**config.mk**
```make
export PLATFORM = sky130hd
export DESIGN_NAME = tmr16_timer
export DESIGN_NICKNAME = d
export VERILOG_FILES = /design/src/pkg/tmr16_pkg.sv /design/src/core/tmr16_capture.sv /design/src/core/tmr16_compare.sv /design/src/core/tmr16_timer.sv
export VERILOG_INCLUDE_DIRS = /design/src /design/src/pkg
export SDC_FILE = /design/constraint.sdc
export NUM_CORES = 1
export LEC_CHECK = 0
export BUFFER_PORTS_ARGS = -buffer_cell sky130_fd_sc_hd__buf_2
export CORE_MARGIN = 5
export CORE_UTILIZATION = 55
export DETAILED_ROUTE_END_ITERATION = 7
export PLACE_DENSITY = 0.77
export SLEW_MARGIN = 20
export SYNTH_ARGS = -nofsm -noshare
export SYNTH_HDL_FRONTEND = slang
export SYNTH_SLANG_ARGS = --single-unit
```
**constraint.sdc**
```tcl
create_clock -name clk -period 2.7 [get_ports clk]
set_clock_uncertainty 0.15 [all_clocks]
set_input_delay 0.27 -clock clk [delete_from_list [all_inputs] [get_ports clk]]
set_output_delay 0.27 -clock clk [all_outputs]
set_load 0.01 [all_outputs]
```
**src/pkg/tmr16_defines.svh**
```systemverilog
// register offsets, field codes and limits of the 16-bit timer
`ifndef TMR16_DEFINES_SVH
`define TMR16_DEFINES_SVH

// ==========================================
// byte-wide register offsets
`define TMR_OFS_CAP_LO 8'h26
`define TMR_OFS_CAP_HI 8'h27
`define TMR_OFS_CMPB_LO 8'h28
`define TMR_OFS_CMPB_HI 8'h29
`define TMR_OFS_CMPA_LO 8'h2A
`define TMR_OFS_CMPA_HI 8'h2B
`define TMR_OFS_CNT_LO 8'h2C
`define TMR_OFS_CNT_HI 8'h2D

// ==========================================
// reset values
`define TMR_RST_BYTE 8'h00
`define TMR_RST_WORD 16'h0000

// ==========================================
// pwm resolution codes and top values
`define TMR_RES_OFF 2'h0
`define TMR_RES_8 2'h1
`define TMR_RES_9 2'h2
`define TMR_TOP_8 10'h0FF
`define TMR_TOP_9 10'h1FF
`define TMR_TOP_10 10'h3FF

// ==========================================
// clock select codes
`define TMR_CS_STOP 3'h0
`define TMR_CS_DIV1 3'h1

// ==========================================
// compare output mode codes
`define TMR_COM_OFF 2'h0
`define TMR_COM_TOGGLE 2'h1
`define TMR_COM_CLEAR 2'h2
`define TMR_COM_SET 2'h3

`endif

```
**src/pkg/tmr16_pkg.sv**
```systemverilog
// types shared by the 16-bit timer design
package tmr16_pkg;
	// count direction of the up/down counter
	typedef enum logic {DIR_UP, DIR_DOWN} count_dir_e;
	// one byte of the cpu register path
	typedef logic [7:0] byte_t;
endpackage

```
**src/core/tmr16_capture.sv**
```systemverilog
// edge-triggered capture of the count value
`timescale 1ns/100ps
`default_nettype none
`include "tmr16_defines.svh"

module tmr16_capture #(
	parameter int W = 16
) (
	input  wire logic         clk,
	input  wire logic         rst_n,
	input  wire logic         capture_input_pin,   // sampled capture pin
	input  wire logic         capture_edge_select, // 1 rising, 0 falling
	input  wire logic [W-1:0] cnt,                 // live count
	output logic      [W-1:0] capture_register,    // captured count
	output logic              capture_flag         // one-cycle event
);

	// ==========================================
	// edge detection and capture
	logic         prev_q, prev_d;   // pin in the previous cycle
	logic         seen_q, seen_d;   // prev_q holds a real sample
	logic [W-1:0] cap_q, cap_d;     // capture value
	logic         flag_q, flag_d;   // capture event
	logic         edge_hit;

	// compare current and previous pin level
	always_comb
	begin
		edge_hit = seen_q && (capture_edge_select ? (capture_input_pin && !prev_q)
			: (!capture_input_pin && prev_q));
		prev_d = capture_input_pin;
		seen_d = 1'b1;
		cap_d = edge_hit ? cnt : cap_q;
		flag_d = edge_hit;
	end

	// registers
	always_ff @(posedge clk)
	begin
		if (!rst_n)
		begin
			prev_q <= 1'b0;
			seen_q <= 1'b0;
			cap_q <= `TMR_RST_WORD;
			flag_q <= 1'b0;
		end
		else
		begin
			prev_q <= prev_d;
			seen_q <= seen_d;
			cap_q <= cap_d;
			flag_q <= flag_d;
		end
	end

	assign capture_register = cap_q;
	assign capture_flag = flag_q;
endmodule
`default_nettype wire

```
**src/core/tmr16_compare.sv**
```systemverilog
// one compare channel: value, pwm holding copy and output pin
`timescale 1ns/100ps
`default_nettype none
`include "tmr16_defines.svh"

module tmr16_compare #(
	parameter int W  = 16,
	parameter int PW = 10
) (
	input  wire logic          clk,
	input  wire logic          rst_n,
	input  wire logic          pwm_on,      // pwm resolution selected
	input  wire logic          wr_lo,       // low-byte write strobe
	input  wire logic [W-1:0]  wr_word,     // staged high byte and low byte
	input  wire logic [W-1:0]  cnt,         // live count
	input  wire logic          counted,     // count moved by counting
	input  wire logic          moved_up,    // that move was upward
	input  wire logic          at_top,      // count just reached top
	input  wire logic [PW-1:0] top,         // current top value
	input  wire logic          div1,        // undivided clock selected
	input  wire logic [1:0]    mode,        // compare output mode
	input  wire logic          port_we,     // port bit write
	input  wire logic          port_val,    // port bit value
	output logic      [W-1:0]  read_value,  // software view
	output logic               match_flag,  // one-cycle event
	output logic               pin          // compare output
);

	// ==========================================
	// compare storage and pin state
	logic [W-1:0] hold_q, hold_d;  // last written value
	logic [W-1:0] act_q, act_d;    // value in use
	logic         pin_q, pin_d;
	logic         flag_q, flag_d;
	logic         ph_q, ph_d;      // top-match phase when prescaled
	logic         hit;

	// pwm level after a match: up gives mode bit 0, down its inverse
	function automatic logic pwm_level(input logic up, input logic [1:0] m);
		pwm_level = up ? m[0] : !m[0];
	endfunction

	// next values of storage, flag and pin
	always_comb
	begin
		hold_d = hold_q;
		act_d = act_q;
		pin_d = pin_q;
		ph_d = ph_q;
		// match only when the counter counts onto the value
		hit = counted && (pwm_on ? cnt[PW-1:0] == act_q[PW-1:0]
			: cnt == act_q);
		flag_d = hit;
		if (wr_lo)
		begin
			hold_d = wr_word;
			if (!pwm_on)
				act_d = wr_word;
			else
				act_d[W-1:PW] = wr_word[W-1:PW];
		end
		// pwm value moves in only at top
		if (pwm_on && at_top)
			act_d[PW-1:0] = hold_d[PW-1:0];
		if (hit && pwm_on && mode[1])
		begin
			if (act_q[PW-1:0] == '0)
				pin_d = pwm_level(1'b1, mode);
			else if (act_q[PW-1:0] == top && div1)
				pin_d = pwm_level(1'b0, mode);
			else if (act_q[PW-1:0] == top)
			begin
				// alternate up and down action at each top
				pin_d = pwm_level(!ph_q, mode);
				ph_d = !ph_q;
			end
			else
				pin_d = pwm_level(moved_up, mode);
		end
		else if (hit && !pwm_on)
		begin
			case (mode)
				`TMR_COM_TOGGLE: pin_d = !pin_q;
				`TMR_COM_CLEAR: pin_d = 1'b0;
				`TMR_COM_SET: pin_d = 1'b1;
				default: pin_d = pin_q;
			endcase
		end
		if (port_we)
			pin_d = port_val;
	end

	// registers
	always_ff @(posedge clk)
	begin
		if (!rst_n)
		begin
			hold_q <= `TMR_RST_WORD;
			act_q <= `TMR_RST_WORD;
			pin_q <= 1'b0;
			flag_q <= 1'b0;
			ph_q <= 1'b0;
		end
		else
		begin
			hold_q <= hold_d;
			act_q <= act_d;
			pin_q <= pin_d;
			flag_q <= flag_d;
			ph_q <= ph_d;
		end
	end

	// pwm mode reads the holding copy
	assign read_value = pwm_on ? hold_q : act_q;
	assign match_flag = flag_q;
	assign pin = pin_q;
endmodule
`default_nettype wire

```
**src/core/tmr16_timer.sv**
```systemverilog
// 16-bit timer with byte access, two compares, capture and pwm
`timescale 1ns/100ps
`default_nettype none
`include "tmr16_defines.svh"

module tmr16_timer #(
	parameter int W  = 16, // counter width
	parameter int PW = 10  // pwm compare bits
) (
	input  wire logic        clk,
	input  wire logic        rst_n,
	// cpu byte register port
	input  wire logic [7:0]  io_addr,
	input  wire logic [7:0]  io_wdata,
	input  wire logic        io_we,
	input  wire logic        io_re,
	output logic      [7:0]  io_rdata,
	// control fields
	input  wire logic [2:0]  clock_select,
	input  wire logic        timer_tick,
	input  wire logic [1:0]  pwm_resolution,
	input  wire logic [1:0]  output_mode_a,
	input  wire logic [1:0]  output_mode_b,
	input  wire logic        capture_edge_select,
	// pins and port bits
	input  wire logic        capture_input_pin,
	input  wire logic        port_bit_for_output_a_we,
	input  wire logic        port_bit_for_output_a,
	input  wire logic        port_bit_for_output_b_we,
	input  wire logic        port_bit_for_output_b,
	output logic             compare_output_a,
	output logic             compare_output_b,
	// event flags toward the interrupt logic
	output logic             overflow_flag,
	output logic             compare_flag_a,
	output logic             compare_flag_b,
	output logic             capture_flag
);

	// ==========================================
	// decode helpers

	// top value for a resolution code
	function automatic logic [PW-1:0] top_of(input logic [1:0] res);
		case (res)
			`TMR_RES_8: top_of = `TMR_TOP_8;
			`TMR_RES_9: top_of = `TMR_TOP_9;
			default: top_of = `TMR_TOP_10;
		endcase
	endfunction

	// write strobe for one offset
	function automatic logic wr_at(input logic [7:0] a);
		wr_at = io_we && io_addr == a;
	endfunction

	// read strobe for one offset
	function automatic logic rd_at(input logic [7:0] a);
		rd_at = io_re && !io_we && io_addr == a;
	endfunction

	// ==========================================
	// state
	tmr16_pkg::byte_t       latch_q, latch_d;   // shared staging byte
	tmr16_pkg::byte_t       rdata_q, rdata_d;   // read data
	logic [W-1:0]           cnt_q, cnt_d;       // count register
	tmr16_pkg::count_dir_e  dir_q, dir_d;       // pwm direction
	logic                   counted_q, counted_d;
	logic                   up_q, up_d;         // last move upward
	logic                   ovf_q, ovf_d;
	logic                   pwm_on;
	logic                   run;
	logic [PW-1:0]          top;
	logic [W-1:0]           top_w;
	logic [W-1:0]           wr_word;
	logic [W-1:0]           cmp_a_val;
	logic [W-1:0]           cmp_b_val;
	logic [W-1:0]           cap_val;
	logic                   at_top;
	logic                   wr_cmpa_lo;         // compare a low-byte write
	logic                   wr_cmpb_lo;         // compare b low-byte write

	assign pwm_on = pwm_resolution != `TMR_RES_OFF;
	assign run = timer_tick && clock_select != `TMR_CS_STOP;
	assign top = top_of(pwm_resolution);
	assign top_w = {{(W-PW){1'b0}}, top};
	assign wr_word = {latch_q, io_wdata};
	assign at_top = pwm_on && counted_q && cnt_q[PW-1:0] == top;
	// low-byte strobes decoded in always_comb, so the channels see every bus change
	always_comb
	begin
		wr_cmpa_lo = wr_at(`TMR_OFS_CMPA_LO);
		wr_cmpb_lo = wr_at(`TMR_OFS_CMPB_LO);
	end

	// ==========================================
	// counter next value
	always_comb
	begin
		cnt_d = cnt_q;
		dir_d = dir_q;
		counted_d = 1'b0;
		up_d = up_q;
		ovf_d = 1'b0;
		if (wr_at(`TMR_OFS_CNT_LO))
			// preset: both bytes at once, no match this cycle
			cnt_d = wr_word;
		else if (run)
		begin
			counted_d = 1'b1;
			if (!pwm_on)
			begin
				// plain up-count, overflow on wrap
				cnt_d = cnt_q + 1'b1;
				up_d = 1'b1;
				ovf_d = cnt_q == '1;
			end
			else if (dir_q == tmr16_pkg::DIR_UP && cnt_q >= top_w)
			begin
				// turn around at top
				dir_d = tmr16_pkg::DIR_DOWN;
				cnt_d = cnt_q - 1'b1;
				up_d = 1'b0;
			end
			else if (dir_q == tmr16_pkg::DIR_UP || cnt_q == '0)
			begin
				// rising; leaving zero flags overflow
				dir_d = tmr16_pkg::DIR_UP;
				cnt_d = cnt_q + 1'b1;
				up_d = 1'b1;
				ovf_d = cnt_q == '0;
			end
			else
			begin
				// falling toward zero
				cnt_d = cnt_q - 1'b1;
				up_d = 1'b0;
			end
		end
	end

	// counter registers
	always_ff @(posedge clk)
	begin
		if (!rst_n)
		begin
			cnt_q <= `TMR_RST_WORD;
			dir_q <= tmr16_pkg::DIR_UP;
			counted_q <= 1'b0;
			up_q <= 1'b1;
			ovf_q <= 1'b0;
		end
		else
		begin
			cnt_q <= cnt_d;
			dir_q <= dir_d;
			counted_q <= counted_d;
			up_q <= up_d;
			ovf_q <= ovf_d;
		end
	end

	// ==========================================
	// staging latch and read data
	always_comb
	begin
		latch_d = latch_q;
		rdata_d = rdata_q;
		// high-byte writes only stage
		if (wr_at(`TMR_OFS_CNT_HI) || wr_at(`TMR_OFS_CMPA_HI)
			|| wr_at(`TMR_OFS_CMPB_HI))
			latch_d = io_wdata;
		if (io_re && !io_we)
		begin
			case (io_addr)
				`TMR_OFS_CNT_LO:
				begin
					rdata_d = cnt_q[7:0];
					latch_d = cnt_q[15:8];
				end
				`TMR_OFS_CAP_LO:
				begin
					rdata_d = cap_val[7:0];
					latch_d = cap_val[15:8];
				end
				`TMR_OFS_CNT_HI: rdata_d = latch_q;
				`TMR_OFS_CAP_HI: rdata_d = latch_q;
				`TMR_OFS_CMPA_LO: rdata_d = cmp_a_val[7:0];
				`TMR_OFS_CMPA_HI: rdata_d = cmp_a_val[15:8];
				`TMR_OFS_CMPB_LO: rdata_d = cmp_b_val[7:0];
				`TMR_OFS_CMPB_HI: rdata_d = cmp_b_val[15:8];
				default: rdata_d = `TMR_RST_BYTE;
			endcase
		end
	end

	// latch and read registers
	always_ff @(posedge clk)
	begin
		if (!rst_n)
		begin
			latch_q <= `TMR_RST_BYTE;
			rdata_q <= `TMR_RST_BYTE;
		end
		else
		begin
			latch_q <= latch_d;
			rdata_q <= rdata_d;
		end
	end

	assign io_rdata = rdata_q;
	assign overflow_flag = ovf_q;

	// ==========================================
	// compare channels
	tmr16_compare #(
		.W  (W),
		.PW (PW)
	) u_cmp_a (
		.clk        (clk),
		.rst_n      (rst_n),
		.pwm_on     (pwm_on),
		.wr_lo      (wr_cmpa_lo),
		.wr_word    (wr_word),
		.cnt        (cnt_q),
		.counted    (counted_q),
		.moved_up   (up_q),
		.at_top     (at_top),
		.top        (top),
		.div1       (clock_select == `TMR_CS_DIV1),
		.mode       (output_mode_a),
		.port_we    (port_bit_for_output_a_we),
		.port_val   (port_bit_for_output_a),
		.read_value (cmp_a_val),
		.match_flag (compare_flag_a),
		.pin        (compare_output_a)
	);

	tmr16_compare #(
		.W  (W),
		.PW (PW)
	) u_cmp_b (
		.clk        (clk),
		.rst_n      (rst_n),
		.pwm_on     (pwm_on),
		.wr_lo      (wr_cmpb_lo),
		.wr_word    (wr_word),
		.cnt        (cnt_q),
		.counted    (counted_q),
		.moved_up   (up_q),
		.at_top     (at_top),
		.top        (top),
		.div1       (clock_select == `TMR_CS_DIV1),
		.mode       (output_mode_b),
		.port_we    (port_bit_for_output_b_we),
		.port_val   (port_bit_for_output_b),
		.read_value (cmp_b_val),
		.match_flag (compare_flag_b),
		.pin        (compare_output_b)
	);

	// ==========================================
	// capture unit
	tmr16_capture #(
		.W (W)
	) u_cap (
		.clk                 (clk),
		.rst_n               (rst_n),
		.capture_input_pin   (capture_input_pin),
		.capture_edge_select (capture_edge_select),
		.cnt                 (cnt_q),
		.capture_register    (cap_val),
		.capture_flag        (capture_flag)
	);
endmodule
`default_nettype wire

```
[Word level (Yosys, flattened, before mapping)]
Index checks and enable logic that the tools add are counted.
Word-level totals
  register bits after elaboration: 113
  word-level logic and storage cells: 172
  output and inout port bits: 14
Cells by class
  mux-type cells: 50
  reductions and logical operators: 62
  order comparisons: 1
  bitwise logic cells: 8
  equal/unequal tests: 26
  add/sub/neg operators: 2
Operator list (number)
  $mux W10: 9
  $mux W16: 5
  $eq A8 B6 Y1 const B: 8
  $pmux W8 S7: 1
  $eq A10 B10 Y1: 5
  $eq A16 B16 Y1: 2
  $mux W1: 29
  $logic_and A1 B1 Y1: 25
  $logic_not A10 Y1: 2
  $pmux W10 S2: 1
  $add A16 B1 Y16 const B: 1
  $eq A16 B16 Y1 const B: 1
  $ge A16 B10 Y1: 1
  $logic_not A16 Y1: 1
  $mux W8: 2
  $pmux W8 S2: 1
  $sub A16 B1 Y16 const B: 1
  $reduce_and A4 Y1: 3
  $eq A2 B2 Y1 const B: 5
  $logic_not A1 Y1: 10
  $reduce_and A2 Y1: 5
  $reduce_bool A2 Y1: 5
  $reduce_bool A5 Y1: 2
  $reduce_bool A3 Y1: 3
  8 further kinds: 21

[Logic depth before layout (Yosys ltp)]
Gate-level depths: netlist of run 1.
  word-level depth: 8
  depth in mapped cells: 11
  depth with buffers taken out: 10

[Hierarchy]
From an unflattened synthesis of run 1, not the netlist that was laid out.
Second synthesis, totals
  cell total of the unflattened synthesis: 757
  area total of the unflattened synthesis: 6961.7 um^2
By module, submodules not included
  tmr16_timer: cells an instance 320, area an instance 2742.6 um^2, instances 1
  tmr16_compare (u_cmp_b): cells an instance 176, area an instance 1750.4 um^2, instances 1
  tmr16_compare (u_cmp_a): cells an instance 184, area an instance 1724.2 um^2, instances 1
  tmr16_capture: cells an instance 77, area an instance 744.5 um^2, instances 1

[Least setup slack after synthesis of run 1]
OpenSTA, ideal clock, no wires.
  path kind: flip-flop to flip-flop
  start: register cnt_q[4]
  end: register cnt_q[9]
  required time: 2.488 ns
  path buffers: 3
  clock period less this slack: 2.695 ns
  library setup time: 0.062 ns
  cell stages (with the launch flop): 11
  setup slack: 0.005 ns
  arrival: 2.483 ns
  cells stage by stage: dfxtp_1 > buf_6 > or4_4 > or3_1 > buf_6 > nor3_4 > nor2_1 > buf_6 > mux2i_1 > or4_1 > nand3_1
On the way
  longest elaborated chain between the ends: 7
  elaborated cells between the ends (all ways): 11
Ends and longest elaborated chain
  start, declared: RTL line tmr16_timer.sv:66  | logic [W-1:0] cnt_q, cnt_d;
  start signal, assigned: RTL line tmr16_timer.sv:147  | cnt_q <= `TMR_RST_WORD;
  start signal, assigned: RTL line tmr16_timer.sv:155  | cnt_q <= cnt_d;
  parallel branches: the longest is 4 deep, another holds $sub A16 B1 Y16
  $mux W16 *: RTL line tmr16_timer.sv:111  | if (!pwm_on)
  $mux W16 *: RTL line tmr16_timer.sv:108  | else if (run)
  $mux W16 *: RTL line tmr16_timer.sv:105  | if (wr_at(`TMR_OFS_CNT_LO))
Mark *: on every way between the ends. The select of a mux whose other input is x is not followed.
A chain may end at the register's enable or synchronous reset.

[Final worst setup path of run 1]
  start: register cnt_q[4]
  end: register u_cmp_a.act_q[5]
On the way
  longest elaborated chain between the ends: 5
  elaborated cells between the ends (all ways): 7
Ends and longest elaborated chain
  $eq A10 B10 Y1 *: RTL line tmr16_timer.sv:88  | assign at_top = pwm_on && counted_q && cnt_q[PW-1:0] == top;
  $logic_and A1 B1 Y1 *: RTL line tmr16_timer.sv:88
  $logic_and A1 B1 Y1 *: RTL line tmr16_compare.sv:63  | if (pwm_on && at_top)
  $ne A2 B1 Y1 (no source line) or $reduce_bool A2 Y1 (tied branches)
  $reduce_and A2 Y1 (no source line)
  end signal, assigned: RTL line tmr16_compare.sv:99  | act_q <= `TMR_RST_WORD;
  end signal, assigned: RTL line tmr16_compare.sv:107  | act_q <= act_d;
  end, declared: RTL line tmr16_compare.sv:32  | logic [W-1:0] act_q, act_d;
Mark *: on every way between the ends. The rest lies on a longest branch, timed or not.

==> results of run 1 <==
sequential cells by signal (all words and copies together), names as in the netlist:
register                cells
overflow_flag               1
u_cap.capture_flag          1
u_cmp_b.ph_q                1
u_cap.seen_q                1
latch_q                     8
cnt_q                      16
up_q                        1
counted_q                   1
u_cmp_b.match_flag          1
u_cmp_a.match_flag          1
io_rdata                    8
u_cmp_a.hold_q             16
u_cmp_b.hold_q             16
u_cap.prev_q                1
u_cmp_b.pin                 1
u_cap.capture_register     16
u_cmp_b.act_q              10
u_cmp_a.pin                 1
u_cmp_a.act_q              10
u_cmp_a.ph_q                1
dir_q                       1
cells by family (layout without fill, tap and decap cells):
group                    Yosys count  count (layout)
buffers and inverters             78             150
AO/OA/AOI/OAI                    172             172
XOR/XNOR                          54              54
AND/OR/NAND/NOR                  340             340
flip-flops                       113             113
multiplexers                      47              47
adder cells (fa/ha/maj)            7               7
through the flow:
| step | setup TNS [ns] | utilization | cell area, µm² |
|---|---|---|---|
| floorplan | 0 | - | 6400 |
| global placement | -0.307 | 0.610 | 6960 |
| detailed placement | -0.629 | 0.610 | 6960 |
| CTS | 0 | 0.665 | 7600 |
| global route | -0.0531 | 0.666 | 7610 |
| finish | 0 | 0.666 | 7610 |
path summary, 6_finish.rpt:
kind | end | slack (ns) | cells past startpoint
worst max-delay path | u_cmp_a.act_q[5] | 0.04 | 8
worst min register to register | io_rdata[6] | 0.30 | 1
worst min-delay path | u_cmp_b.pin | 0.03 | 4
worst max register to register | u_cmp_a.act_q[5] | 0.04 | 8
cell type report:
cell class | count | area (µm²)
inverters | 12 | 45.0
clock buffers | 27 | 533
clock inverters | 4 | 70.1
repair buffers | 107 | 701
well taps | 143 | 179
multi-input cells | 620 | 3820
flip-flops and latches | 113 | 2260
fillers | 982 | 3810
cells in the final DEF (no fill, tap or decap), drive strengths merged, types with 22 or more instances in the layout:
cell type    n
a21oi       57
buf        104
clkbuf      27
dfxtp      113
mux2i       41
nand2      105
nand3       29
nor2       103
nor3        22
o21ai       30
xnor2       40
worst max-delay path, delay by kind of cell (launching register included):
family | cells | cell delay (ns)
compound gates | 1 | 0.29
simple gates | 5 | 1.32
flops | 1 | 0.35
buf+inv | 2 | 0.41
repair_timing:
action	4_1_cts	5_1_grt
hold endpoints to repair	2	0
hold buffers	3	0
resized for setup	1	2
setup endpoints to repair	1	9
routing by layer:
metal	routed length (µm)	vias up	GRT usage	part of all wire
met1	8590	3118	0.406	0.39
met2	10100	428	0.484	0.45
met5	0	-	0	0
met3	2610	80	0.0855	0.12
li1	-	3004	-	-
met4	1020	0	0.165	0.046
report_power, final:
part	switching, mW	internal, mW	leakage [nW]	total (mW)
Combinational	1.32	0.927	1.78	2.25
Sequential	0.0767	1.78	0.913	1.86
Clock	0.755	1.52	0.299	2.27
Total	2.15	4.23	2.99	6.38
==> impl_metrics.csv, run 1 <==
group,metric,value,unit
worst_setup_path,worst-endpoint-required,2.86,ns
cts,cts_buffers,17,
synth,synth_area_per_cell,7.89,µm²
worst_setup_path,max_stage_delay,0.41,ns
die,start_util,0.560,
cts,clk_pin_slew,0.06,ns
global_routing,grt_pass1_vias,6477,
worst_setup_path,worstSetupPathType,"reg -> reg",
pwr,total_power,6.38,mW
synth,yosysSeqAreaShare,0.354,
cts,cts_max_level,4,
detailed_routing,ant_nets,0,
worst_setup_path,rr_startpoint,"cnt_q[4]",
worst_hold_path,hold_start,"port_bit_for_output_b_we",
synth,synth_adder_area_share,0.0137,
timing,finalSetupViolCount,0,
worst_setup_path,critPathMaxFanout,10,
die,chipHeight,118,µm
worst_setup_path,crit_path_cell_trace,"buf_4 > nand4_1 > nor3_1 > buf_4 > and3_1 > nand2_1 > o221ai_1 > nor2_1",
timing,final.period_utilization,0.984,
worst_setup_path,critical_path.startpoint,"cnt_q[4]",
synth,muxShareOfSynthArea,0.0800,
synth,yosys.area_share.simple,0.248,
timing,worst_pin_slew,0.776,ns
synth,synthMostInstantiatedCell,"dfxtp_1",
cts,clockRootBuffer,"clkbuf_16",
worst_setup_path,crit_top_cell,"buf_4",
pwr,power_density,838,mW/mm²
cts,cts_setup_buffers,0,
layout,diodes,0,
synth,synth_xor_area_frac,0.0739,
synth,synth_edf_count,0,
synth,synth_fp_nets,854,
place,port_buffers,49,
cts,insertion_delay,0.43,ns
flow_run,cap_violations,0,
cts,cts_buffer_depth,2,
detailed_routing,drt_iter0_markers,811,
worst_setup_path,start_kind,"register",
pwr,power_leakage,2.99,nW
global_routing,grt_first_pass_wirelength,34900,µm
place,place_congestion,1.09,
worst_setup_path,slowest_stage,"nor3_1",
die,die-area,0.0139,mm²
worst_setup_path,crit_arrival,2.81,ns
synth,synth.distinct_cells,63,
status,status,"complete, no violations",
detailed_routing,routed_wl,22300,µm
synth,synth_area_leaders,"dfxtp_1, mux2i_1, nand2_1, nor2_1, xnor2_1",
timing,slew_violations,0,
synth,synthFlopType,"dfxtp_1",
layout,final_cells,1026,
layout,area_growth,19.0,%
place,place_worst_setup_slack,-0.131,ns
synth,synth-async-reset-ratio,0,
pwr,ir_drop,0.000752,V
cts,cts_tree,"yes",
synth,synthTopCellsByCount,"dfxtp_1, nand2_1, nor2_1",
synth,synthCells,811,
synth,ys_seq_elements,113,
synth,yosysTopAreaCell,"dfxtp_1",
synth,netlist.area_leader.share,0.354,
detailed_routing,drc,0,
place,hpwl,15800,µm
timing,period_minus_slack,2.66,ns
die,num_rows,39,
layout,drive_above_1_share,0.173,
timing,hold_viol,0,
timing,rsz0062_at_grt,"true",
detailed_routing,dr.pass1.iters,7,
global_routing,grt_antenna_before_repair,0,
timing,fmax,0.377,GHz
timing,whs,0.0310,ns
synth,syn_area,0.00640,mm²
place,dp_cells,992,
global_routing,grt_overflow,0,
layout,fin_nets,914,
synth,synth_compound_area_frac,0.177,
cts,clock-sinks,113,
global_routing,grt_max_degree,44,
detailed_routing,via_per_inst,6.46,
timing,worst_slack,0.0445,ns
synth,synth_warnings,0,
worst_setup_path,crit_path_end_kind,"register",
synth,synth_top_family_by_area,"simple AND/OR/NAND/NOR gates",
die,ioPinCount,50,
die,die-width,118,µm
timing,maxSlewHeadroom,0.479,
global_routing,grt_usage,0.316,
die,core_area,0.0114,mm²
worst_hold_path,hp-class,"in -> reg",
detailed_routing,via_count,6630,
detailed_routing,wl_per_cell,21.7,µm
No activity file was read; power rests on OpenSTA's default activity.
==> run 2, diff against run 1 <==
- CELL_PAD_IN_SITES_DETAIL_PLACEMENT: not set -> 0
- CELL_PAD_IN_SITES_GLOBAL_PLACEMENT: not set -> 2
- CORE_UTILIZATION: 55 -> 32
- PLACE_DENSITY: 0.77 -> not set
- PLACE_DENSITY_LB_ADDON: not set -> 0.1
==> impl_metrics.csv, run 2 (synthesis results as in run 1) <==
group,metric,value,unit
status,status,"complete, no violations",
cts,cts_max_level,4,
place,place_area,0.00736,mm²
place,hpwl,18900,µm
layout,diodes,0,
detailed_routing,drt_iter0_markers,539,
layout,fin_area,0.00799,mm²
worst_setup_path,start_kind,"register",
global_routing,grt_first_pass_wirelength,38200,µm
flow_run,cap_violations,0,
place,place_congestion,0.920,
die,chipHeight,151,µm
cts,clock-sinks,113,
detailed_routing,wl_per_cell,21.3,µm
timing,rsz0062_at_grt,"false",
layout,final_cells,1178,
die,start_util,0.326,
timing,fmax,0.385,GHz
worst_setup_path,crit_arrival,2.79,ns
die,die-area,0.0229,mm²
global_routing,grt_max_degree,35,
die,core_area,0.0196,mm²
layout,final_cell_mix,"dfxtp_1, nand2_1, nor2_1, buf_4, a21oi_1",
timing,hold_viol,0,
place,dp_cells,1143,
global_routing,grt_overflow,0,
cts,clk_pin_slew,0.06,ns
timing,maxSlewHeadroom,0.469,
timing,period_minus_slack,2.60,ns
worst_setup_path,slowest_stage,"or4_4",
timing,slew_violations,0,
worst_setup_path,crit_path_end_kind,"register",
worst_setup_path,max_stage_delay,0.50,ns
timing,final.period_utilization,0.961,
layout,drive_above_1_share,0.202,
worst_setup_path,worst-endpoint-required,2.89,ns
pwr,power_leakage,3.14,nW
worst_setup_path,worstSetupPathType,"reg -> reg",
cts,clockRootBuffer,"clkbuf_16",
layout,seqCellArea,0.00226,mm²
timing,worst_pin_slew,0.791,ns
worst_setup_path,crit_path_cell_trace,"or3_1 > or4_4 > o31ai_4 > nor2_1 > or3_1 > nand2b_1 > a31oi_1",
cts,cts_buffers,17,
cts,cts_tree,"yes",
detailed_routing,dr.pass1.iters,5,
layout,multiInputGateArea,0.00382,mm²
die,num_rows,51,
cts,insertion_delay,0.42,ns
detailed_routing,via_per_inst,5.42,
die,ioPinCount,50,
detailed_routing,via_count,6385,
die,die-width,151,µm
pwr,ir_drop,0.000400,V
detailed_routing,routed_wl,25100,µm
cts,cts_buffer_depth,2,
layout,fin_nets,943,
detailed_routing,ant_nets,0,
global_routing,grt_antenna_before_repair,0,
pwr,power_density,819,mW/mm²
timing,worst_slack,0.105,ns
timing,finalSetupViolCount,0,
place,port_buffers,49,
layout,final_common_cell,"dfxtp_1",
detailed_routing,drc,0,
worst_hold_path,hp-class,"in -> reg",
worst_setup_path,crit_top_cell,"or3_1",
layout,area_growth,25.0,%
worst_setup_path,critPathMaxFanout,4,
place,place_worst_setup_slack,-0.0463,ns
global_routing,grt_pass1_vias,6313,
pwr,total_power,6.54,mW
global_routing,grt_usage,0.224,
layout,fill_cells,2027,
## run 2: changes by cell type in the layout (fill, tap and decap cells not counted), sizes merged
cell	previous run	this run
clkinvlp	0	2
clkinv	2	7
buf	104	133
clkbuf	27	20
bufinv	2	3
## run 2: repair_timing
action,in CTS,in global routing
endpoints found under the setup margin,0,10
hold buffers,3,0
buffers inserted,0,0
resized for setup,0,4
hold endpoints to repair,2,0
## run 2: final timing paths
kind | depth (start not counted) | startpoint | to | slack [ns]
setup reg to reg | 7 | cnt_q[10] | cnt_q[12] | 0.10
setup / recovery | 7 | cnt_q[10] | cnt_q[12] | 0.10
hold / removal | 3 | io_wdata[0] | u_cmp_b.hold_q[0] | 0.03
hold reg to reg | 1 | io_rdata[6] | io_rdata[6] | 0.30
## run 2: layout make-up
| cell class | instances | share of cell area |
|---|---|---|
| Multi-Input combinational cell | 620 | 0.478 |
| Sequential cell | 113 | 0.283 |
| Timing Repair Buffer | 136 | 0.118 |
| Clock buffer | 20 | 0.0559 |
| Tap cell | 265 | 0.0415 |
| Clock inverter | 12 | 0.0175 |
| Inverter | 12 | 0.00563 |
## run 2: through the flow
stage / util / hold slack [ns] / setup TNS, ns
2_1_floorplan: - / 0.148 / 0
5_1_grt: 0.408 / 0.0330 / 0
6_report: 0.408 / 0.0289 / 0
4_1_cts: 0.407 / 0.0153 / 0
3_5_place_dp: 0.375 / 0.290 / -0.199
3_3_place_gp: 0.375 / 0.282 / 0
## run 2: worst max-delay path, delay by kind of cell, from the launching register on
kind	cells	cell delay (ns)
AOI/OAI and AO/OA	2	0.45
DFF	1	0.31
and+or+nand+nor	5	1.60
## run 2: routing by layer
| layer | part of all wire | GRT usage |
|---|---|---|
| met1 | 0.45 | 0.292 |
| met2 | 0.49 | 0.377 |
| met5 | 0 | 0 |
| met3 | 0.046 | 0.0431 |
| met4 | 0.017 | 0.0612 |
## run 2: where the power goes
group          internal, mW  switching (mW)
registers              1.78          0.0941
clock network          1.46           0.825
logic                  1.06            1.33
total                  4.29            2.25
